==> src/ceb_pkg.sv <==
// ceb_pkg: shared constants and types for the exception and banking unit
// assumes one core clock at 20 MHz and a synchronous active-low reset
package ceb_pkg;
   // ==================================================================
   // processor modes
   typedef enum logic [2:0] {
      CEB_MODE_USER,
      CEB_MODE_IRQ,
      CEB_MODE_FAST,
      CEB_MODE_ABORT,
      CEB_MODE_UNDEF,
      CEB_MODE_SOFT
   } ceb_mode_t;

   // ==================================================================
   // exception kinds, one-hot request vector order
   localparam int CEB_EXC_KINDS = 5;
   localparam int CEB_EXC_IRQ = 0;
   localparam int CEB_EXC_FAST = 1;
   localparam int CEB_EXC_ABT = 2;
   localparam int CEB_EXC_UND = 3;
   localparam int CEB_EXC_SOFT = 4;

   // ==================================================================
   // register file shape
   localparam int CEB_NUM_GPR = 31;
   localparam int CEB_NUM_PSR = 6;
   localparam int CEB_REG_PC = 15;
   localparam int CEB_REG_SP = 13;
   localparam int CEB_REG_LR = 14;
   localparam int CEB_FAST_LO = 8;
   localparam int CEB_FAST_HI = 12;

   // ==================================================================
   // vectors and reset values
   localparam logic [31:0] CEB_VEC_UND = 32'h0000_0004;
   localparam logic [31:0] CEB_VEC_SOFT = 32'h0000_0008;
   localparam logic [31:0] CEB_VEC_ABT = 32'h0000_0010;
   localparam logic [31:0] CEB_VEC_IRQ = 32'h0000_0018;
   localparam logic [31:0] CEB_VEC_FAST = 32'h0000_001C;
   localparam logic [31:0] CEB_PC_RST = 32'h0000_0000;

   // ==================================================================
   // timing: entry takes the cycles left after a 2-flop synchroniser and the take cycle
   localparam int CEB_MIN_LATENCY = 5;
   localparam int CEB_SYNC_STAGES = 2;
   localparam int CEB_ENTRY_CYCLES = CEB_MIN_LATENCY - CEB_SYNC_STAGES - 1;
   localparam logic [2:0] CEB_ENTRY_LAST = 3'(CEB_ENTRY_CYCLES - 1);

   // ==================================================================
   // grouped carriers
   typedef struct packed {
      logic       wr;
      logic [3:0] idx;
      logic [31:0] data;
   } ceb_regwr_t;

   typedef struct packed {
      logic       we;
      logic       re;
      logic [1:0] sel;
      logic [31:0] data;
   } ceb_dbgreg_t;
endpackage

==> src/ceb_core.sv <==
// ceb_core: exception entry, priority and banked register file
// assumes requests from core sources; irq and fast lines are asynchronous
`timescale 1ns/100ps
module ceb_core
   import ceb_pkg::*;
(
   // clock and reset
   input wire logic clk,
   input wire logic rst_n,
   // asynchronous interrupt lines
   input wire logic irq_req,
   input wire logic fast_interrupt_request,
   // synchronous exception events from the pipeline
   input wire logic abort_req,
   input wire logic undef_req,
   input wire logic software_interrupt_instruction,
   input wire logic load_multiple_busy,
   input wire logic [31:0] return_pc,
   input wire logic exc_return,
   // register file access
   input wire ceb_regwr_t reg_wr,
   input wire logic [3:0] reg_rd_idx,
   input wire logic compressed_set,
   // multiply unit
   input wire logic mul_go,
   input wire logic mul_acc,
   input wire logic [31:0] mul_a,
   input wire logic [31:0] mul_b,
   // test port access to debug registers
   input wire ceb_dbgreg_t dbg_port,
   input wire logic [31:0] fetch_addr,
   input wire logic [31:0] data_addr,
   input wire logic dbg_resume,
   // outputs
   output logic [31:0] reg_rd_data,
   output logic [31:0] fetch_pc,
   output logic fetch_valid,
   output logic wide_set,
   output ceb_mode_t mode,
   output logic [31:0] current_program_status,
   output logic [63:0] mul_result,
   output logic [31:0] dbg_rd_data,
   output logic debug_halt
);
   typedef enum {ST_RUN, ST_ENTRY, ST_DEBUG} ceb_st_t;

   // ==================================================================
   // synchronise the asynchronous requests
   logic [1:0] sync_req;
   ceb_sync #(.WIDTH(2)) u_sync (
      .clk(clk),
      .rst_n(rst_n),
      .async_in({fast_interrupt_request, irq_req}),
      .sync_out(sync_req)
   );
   logic irq_s;
   logic fast_s;
   assign irq_s = sync_req[0];
   assign fast_s = sync_req[1];

   // ==================================================================
   // registers: user r0-r14, fast r8-r14, sp/lr for four other modes
   logic [31:0] usr_reg [0:14];
   logic [31:0] fast_reg [CEB_FAST_LO:CEB_REG_LR];
   logic [31:0] bank_sp [0:3];
   logic [31:0] bank_lr [0:3];
   logic [31:0] saved_status [0:4];
   logic [31:0] bkpt;
   logic [31:0] wpt;
   logic [1:0] bw_en;
   ceb_st_t st;
   ceb_st_t next_st;
   logic [2:0] cnt;
   logic [2:0] next_cnt;
   ceb_mode_t next_mode;
   logic [31:0] next_pc;
   logic next_wide;
   logic next_fetch_valid;
   logic next_halt;
   ceb_mode_t tgt;
   logic [31:0] tgt_vec;
   logic take;

   // bank index for the four non-fast exception modes
   function automatic logic [1:0] bidx(input ceb_mode_t m);
      case (m)
         CEB_MODE_IRQ: bidx = 2'h0;
         CEB_MODE_ABORT: bidx = 2'h1;
         CEB_MODE_UNDEF: bidx = 2'h2;
         default: bidx = 2'h3;
      endcase
   endfunction

   // priority: abort, fast, irq, undefined, software; fast ahead of irq
   always_comb begin
      take = 1'b1;
      tgt = CEB_MODE_USER;
      tgt_vec = CEB_VEC_FAST;
      if (abort_req) begin
         tgt = CEB_MODE_ABORT;
         tgt_vec = CEB_VEC_ABT;
      end else if (fast_s && mode != CEB_MODE_FAST) begin
         tgt = CEB_MODE_FAST;
         tgt_vec = CEB_VEC_FAST;
      end else if (irq_s && mode == CEB_MODE_USER) begin
         tgt = CEB_MODE_IRQ;
         tgt_vec = CEB_VEC_IRQ;
      end else if (undef_req) begin
         tgt = CEB_MODE_UNDEF;
         tgt_vec = CEB_VEC_UND;
      end else if (software_interrupt_instruction) begin
         tgt = CEB_MODE_SOFT;
         tgt_vec = CEB_VEC_SOFT;
      end else begin
         take = 1'b0;
      end
   end

   // ==================================================================
   // sequencer: run, exception entry, debug halt
   logic bw_hit;
   assign bw_hit = (bw_en[0] && fetch_addr == bkpt)
      || (bw_en[1] && data_addr == wpt);
   logic entering;
   assign entering = st == ST_RUN && take && !load_multiple_busy && !bw_hit;

   always_comb begin
      next_st = st;
      next_cnt = cnt;
      next_mode = mode;
      next_pc = fetch_pc;
      next_wide = wide_set;
      next_fetch_valid = fetch_valid;
      next_halt = debug_halt;
      unique case (st)
         ST_RUN: begin
            // long load-multiple finishes first: worst latency
            if (bw_hit) begin
               next_st = ST_DEBUG;
               next_halt = 1'b1;
               next_fetch_valid = 1'b0;
            end else if (entering) begin
               next_st = ST_ENTRY;
               next_cnt = '0;
               next_mode = tgt;
               next_pc = tgt_vec;
               next_wide = 1'b1;
               next_fetch_valid = 1'b0;
            end else if (exc_return && mode != CEB_MODE_USER) begin
               next_mode = CEB_MODE_USER;
               next_pc = return_pc;
               next_wide = ~compressed_set;
            end else if (mode == CEB_MODE_USER) begin
               next_wide = ~compressed_set;
            end else begin
               next_wide = 1'b1;
            end
         end
         ST_ENTRY: begin
            // entry cycles complete the five-cycle minimum
            if (cnt == CEB_ENTRY_LAST) begin
               next_st = ST_RUN;
               next_fetch_valid = 1'b1; // vector fetch
            end else begin
               next_cnt = 3'(cnt + 3'h1);
            end
         end
         ST_DEBUG: begin
            if (dbg_resume) begin
               next_st = ST_RUN;
               next_halt = 1'b0;
               next_fetch_valid = 1'b1;
            end
         end
      endcase
   end

   always_ff @(posedge clk) begin
      if (!rst_n) begin
         st <= ST_RUN;
         cnt <= '0;
         mode <= CEB_MODE_USER;
         fetch_pc <= CEB_PC_RST;
         wide_set <= 1'b1;
         fetch_valid <= 1'b1;
         debug_halt <= 1'b0;
      end else begin
         st <= next_st;
         cnt <= next_cnt;
         mode <= next_mode;
         fetch_pc <= next_pc;
         wide_set <= next_wide;
         fetch_valid <= next_fetch_valid;
         debug_halt <= next_halt;
      end
   end

   // ==================================================================
   // banked register writes; entry loads the link copy
   always_ff @(posedge clk) begin
      if (!rst_n) begin
         for (int i = 0; i < 5; i++) begin
            saved_status[i] <= '0;
         end
      end else if (entering) begin
         if (tgt == CEB_MODE_FAST) begin
            fast_reg[CEB_REG_LR] <= return_pc;
            saved_status[4] <= current_program_status;
         end else begin
            bank_lr[bidx(tgt)] <= return_pc;
            saved_status[bidx(tgt)] <= current_program_status;
         end
      end else if (reg_wr.wr && reg_wr.idx != 4'(CEB_REG_PC)) begin
         if (mode == CEB_MODE_FAST && reg_wr.idx >= 4'(CEB_FAST_LO))
            fast_reg[reg_wr.idx] <= reg_wr.data;
         else if (mode != CEB_MODE_USER && mode != CEB_MODE_FAST
                  && reg_wr.idx == 4'(CEB_REG_SP))
            bank_sp[bidx(mode)] <= reg_wr.data;
         else if (mode != CEB_MODE_USER && mode != CEB_MODE_FAST
                  && reg_wr.idx == 4'(CEB_REG_LR))
            bank_lr[bidx(mode)] <= reg_wr.data;
         else
            usr_reg[reg_wr.idx] <= reg_wr.data;
      end
   end

   // read port: r15 returns pc, banked copies chosen by mode
   logic [31:0] next_rd;
   always_comb begin
      if (reg_rd_idx == 4'(CEB_REG_PC))
         next_rd = fetch_pc;
      else if (mode == CEB_MODE_FAST && reg_rd_idx >= 4'(CEB_FAST_LO))
         next_rd = fast_reg[reg_rd_idx];
      else if (mode != CEB_MODE_USER && reg_rd_idx == 4'(CEB_REG_SP))
         next_rd = bank_sp[bidx(mode)];
      else if (mode != CEB_MODE_USER && reg_rd_idx == 4'(CEB_REG_LR))
         next_rd = bank_lr[bidx(mode)];
      else
         next_rd = usr_reg[reg_rd_idx];
   end

   // status word: mode code and instruction-set flag
   logic [31:0] next_status;
   always_comb begin
      next_status = {26'h0, ~next_wide, 2'h0, 3'(next_mode)};
   end

   // ==================================================================
   // long multiply, 32 x 32 to 64 with optional accumulate
   logic [63:0] next_mul;
   always_comb begin
      next_mul = mul_result;
      if (mul_go)
         next_mul = {32'h0, mul_a} * {32'h0, mul_b}
            + (mul_acc ? mul_result : 64'h0);
   end

   // ==================================================================
   // debug registers reached only from the test port
   logic [31:0] next_dbg;
   always_comb begin
      next_dbg = dbg_rd_data;
      if (dbg_port.re)
         next_dbg = dbg_port.sel[0] ? wpt : bkpt;
   end

   always_ff @(posedge clk) begin
      if (!rst_n) begin
         reg_rd_data <= '0;
         current_program_status <= '0;
         mul_result <= '0;
         dbg_rd_data <= '0;
         bkpt <= '0;
         wpt <= '0;
         bw_en <= '0;
      end else begin
         reg_rd_data <= next_rd;
         current_program_status <= next_status;
         mul_result <= next_mul;
         dbg_rd_data <= next_dbg;
         if (dbg_port.we && dbg_port.sel == 2'h0) bkpt <= dbg_port.data;
         if (dbg_port.we && dbg_port.sel == 2'h1) wpt <= dbg_port.data;
         if (dbg_port.we && dbg_port.sel == 2'h2) bw_en <= dbg_port.data[1:0];
      end
   end
endmodule

==> src/ceb_sync.sv <==
// ceb_sync: two-flop synchroniser for asynchronous request levels
// assumes the inputs are levels held long enough for the core clock
`timescale 1ns/100ps
module ceb_sync #(
   parameter int WIDTH = 2
) (
   // clock and reset
   input wire logic clk,
   input wire logic rst_n,
   // levels
   input wire logic [WIDTH-1:0] async_in,
   output logic [WIDTH-1:0] sync_out
);
   logic [WIDTH-1:0] meta;
   logic [WIDTH-1:0] next_meta;
   logic [WIDTH-1:0] next_sync_out;

   // the first stage feeds only the second stage
   always_comb begin
      next_meta = async_in;
      next_sync_out = meta;
   end

   always_ff @(posedge clk) begin
      if (!rst_n) begin
         meta <= '0;
         sync_out <= '0;
      end else begin
         meta <= next_meta;
         sync_out <= next_sync_out;
      end
   end
endmodule

==> config.mk <==
export PLATFORM = sky130hd
export DESIGN_NAME = ceb_core
export DESIGN_NICKNAME = d
export VERILOG_FILES = /design/src/ceb_pkg.sv /design/src/ceb_core.sv /design/src/ceb_sync.sv
export SDC_FILE = /design/constraint.sdc
export NUM_CORES = 2
export LEC_CHECK = 0
export BUFFER_PORTS_ARGS = -buffer_cell sky130_fd_sc_hd__buf_4
export CAP_MARGIN = 40
export CELL_PAD_IN_SITES_DETAIL_PLACEMENT = 0
export CELL_PAD_IN_SITES_GLOBAL_PLACEMENT = 2
export CORE_UTILIZATION = 39
export DETAILED_ROUTE_END_ITERATION = 10
export PLACE_DENSITY_LB_ADDON = 0.15
export SLEW_MARGIN = 0
export SYNTH_ARGS = -nofsm -noshare
export SYNTH_HDL_FRONTEND = slang
export SYNTH_SLANG_ARGS = --single-unit
==> constraint.sdc <==
create_clock -name clk -period 7.2 [get_ports clk]
set_clock_uncertainty 0.05 [all_clocks]
set_input_delay 0 -clock clk [delete_from_list [all_inputs] [get_ports clk]]
set_output_delay 0 -clock clk [all_outputs]
set_load 0.02 [all_outputs]
==> results.toml <==
[yosys]
synth_edf_count = 960
ys_types = 90
synth.area.top_cells = "edfxtp_1, fa_1, dfxtp_1"
async_reset_ff_share_pct = 0
syn_avg_cell_area_sq_um = 11.5
synthCells = 7246
yosysWarningCount = 0
synthFlopType = "edfxtp_1"
ys_ff_latch = 1202
synth_seq_area_share_pct = 40.3
syn_area_sq_mm = 0.0835
synth_top_area_share_pct = 34.5
synth_top_area_cell = "edfxtp_1"

[place]
numPortBuffers = 419
gp_congestion = 0.853
hpwlAfterDp_mm = 192

[detailed_routing]
dr.pass1.iters = 10
viasPerCell = 5.03
drc_errors = 28
drt_iter0_markers = 3222
dr.max_layer_used = "met5"
drt-wirelength-per-cell_um = 23.2
num_vias = 54900
wl_met3_mm = 9.56
met2WireLength_mm = 128
drtAntennaViolNets = 0
drt-total-wl_mm = 254
m1WireLength_mm = 110

[global_routing]
antenna_found_initial = 19
grtUsageTotal_pct = 23.8
grt_pass1_wl_mm = 386
grt_pass1_vias = 58500
grt_max_degree = 111
grt_overflow_total = 0

[sta]
max_freq_mhz = 138
worst_slew_pin_slew_ps = 875
min_period_ps = 7270
slew_viol_final = 0
hold_viol = 0
rsz0062_at_grt = "yes"
setup_ws_ps = -69.8
setup_viol = 3
period_share_pct = 101
relSlewSlack_pct = 41.7

[flow_run]
cap_violations = 0

[clock_tree]
cts_buffers = 115
clk_pin_slew_worst_paths_ps = 70
insertion_delay_ps = 760
cts.sinks = 1202
clockBufferDepth = 3
cts_root_buf = "clkbuf_16"
htreeDepth = 3
cts_tree = "done"

[layout]
multi_input_area_sq_mm = 0.0449
largest_reg_flops = 480
seqCellArea_sq_mm = 0.0337
area_growth_pct = 18.9
fill_cells = 19600
drive_gt1_share_pct = 18.8
final_core_util_pct = 46.7
final_nets = 9446

[status]
status = "complete, but fails checks"
violations = "DRC, setup timing"

[die]
design.die.area_sq_mm = 0.216
die_w_um = 465
boundaryPins = 448
std_cell_rows = 169
start_util_pct = 39.3
fp.dieH_um = 465
core_sq_mm = 0.213

[worst_setup_path]
worst-path-max-fanout = 4
required_ps = 7810
end_kind = "register"
worst_ep_arrival_time_ps = 7880
start_kind = "register"
crit_type = "reg -> reg"

[worst_hold_path]
hold_class = "in -> reg"
==> what timing repair did <==
action | in CTS | in global routing
buffers inserted | 21 | 23
hold buffers | 161 | 0
setup endpoints to repair | 33 | 33
resized for setup | 124 | 105
endpoints found under the hold margin | 1213 | 0
pin swaps | 126 | 120
==> kinds of logic (layout without fill, tap and decap cells) <==
logic type                 count (synthesis)  count (layout)  synth area share [%]
AOI/OAI and AO/OA                        735             735                  5.65
xor gates and xnor gates                 118             118                  1.24
adders and majority gates               1207            1207                  26.7
buffers and inverters                   1555            2369                  7.22
DFF                                     1202            1202                  40.3
muxes                                    393             393                  7.32
other                                      1              38               0.00449
and+or+nand+nor                         2035            2035                  11.5
==> cell usage in the layout (no fill, tap or decap), types with 54 or more instances in the layout <==
cell type      synthesis  routed
inv_1               1081    1031
nand2_1             1020    1013
edfxtp_1             960     960
fa_1                 959     952
buf_4                 34     839
and2_1               627     614
a21oi_1              287     269
ha_1                 248     234
dfxtp_1              242     229
nor2_1               201     177
mux2i_1              168     168
dlygate4sd3_1          0     161
mux4_2               160     160
clkbuf_16              0     117
a211oi_1             106     103
o21ai_0              111      96
xor2_1                62      61
xnor2_1               56      54
nand3_1               55      54
==> layer usage <==
layer / vias up / global-route usage [%]
met5: - / 0
li1: 25100 / -
met1: 28400 / 32.0
met3: 257 / 2.06
met2: 1136 / 41.1
met4: 8 / 6.82
==> cells in the mapped netlist (all sizes together) (3+ instances only) <==
cell type  number
inv          1082
nand2        1021
a21o           34
nand3          55
edfxtp        960
o31ai          10
a211oi        107
nor4           12
or2             4
mux2           65
nor3b           3
nor3           27
ha            248
a2bb2oi         3
and2          627
a21oi         289
nand2b          8
or3            13
xnor2          56
xor2           62
o21ai         120
and3           11
buf            87
a31oi          41
a311oi         34
a22oi           4
nor2          201
o21bai         19
dfxtp         242
a2111oi         4
o21a            6
clkbuf        385
nand4          33
nand3b          7
o211ai         38
mux4          160
nor2b           7
fa            959
o2111ai         4
mux2i         168
==> area by class of cell <==
class,instances,area share [%]
well taps,2821,3.56
clock buffers,144,3.13
repair buffers,1071,9.19
multi-input cells,4516,45.2
inverters,1083,4.10
clock inverters,71,0.834
diodes,10,0.0252
flip-flops and latches,1202,33.9
==> metrics by stage <==
step           cell area, sq um  TNS (ps)  hold WS, ps  std cells  setup slack, ps
3_5_place_dp              92600     -7020          162      10500             -574
6_report                  99300     -87.4         46.2      10900            -69.8
5_1_grt                   99300     -4070         42.9      10900             -315
4_1_cts                   98800     -1050        0.443      10900             -314
2_1_floorplan             83600         0         48.9       7273             5.80
3_3_place_gp              92300     -8270          161      10500             -495
==> critical path, stage by stage (launching register included) <==
cell       delay, ps
dfxtp_2          320
and2_4           130
fa_1             470
inv_1             50
fa_1             490
inv_2             40
fa_1             510
inv_2             50
fa_1             490
inv_2             40
fa_1             490
fa_1             510
fa_1             550
inv_2             50
fa_1             590
inv_2             60
ha_4             280
nand2_2           60
or3_4            400
o21a_1           220
nand3_2          110
o2111ai_2        120
buf_6            170
a2111oi_4        360
o21ba_1          200
mux2_4           300
o211ai_1          80
==> path summary, 6_finish.rpt <==
kind | start | slack (ps) | cells after the start | to
hold reg to reg | u_sync.meta[1] | 390 | 1 | u_sync.sync_out[1]
setup / recovery | mul_result[26] | -70 | 26 | mul_result[56]
hold / removal | mul_b[0] | 50 | 6 | mul_result[0]
setup reg to reg | mul_result[26] | -70 | 26 | mul_result[56]
Power is not shown: default switching activity piles up to over one toggle a cycle in this logic, so the estimate is an artifact.
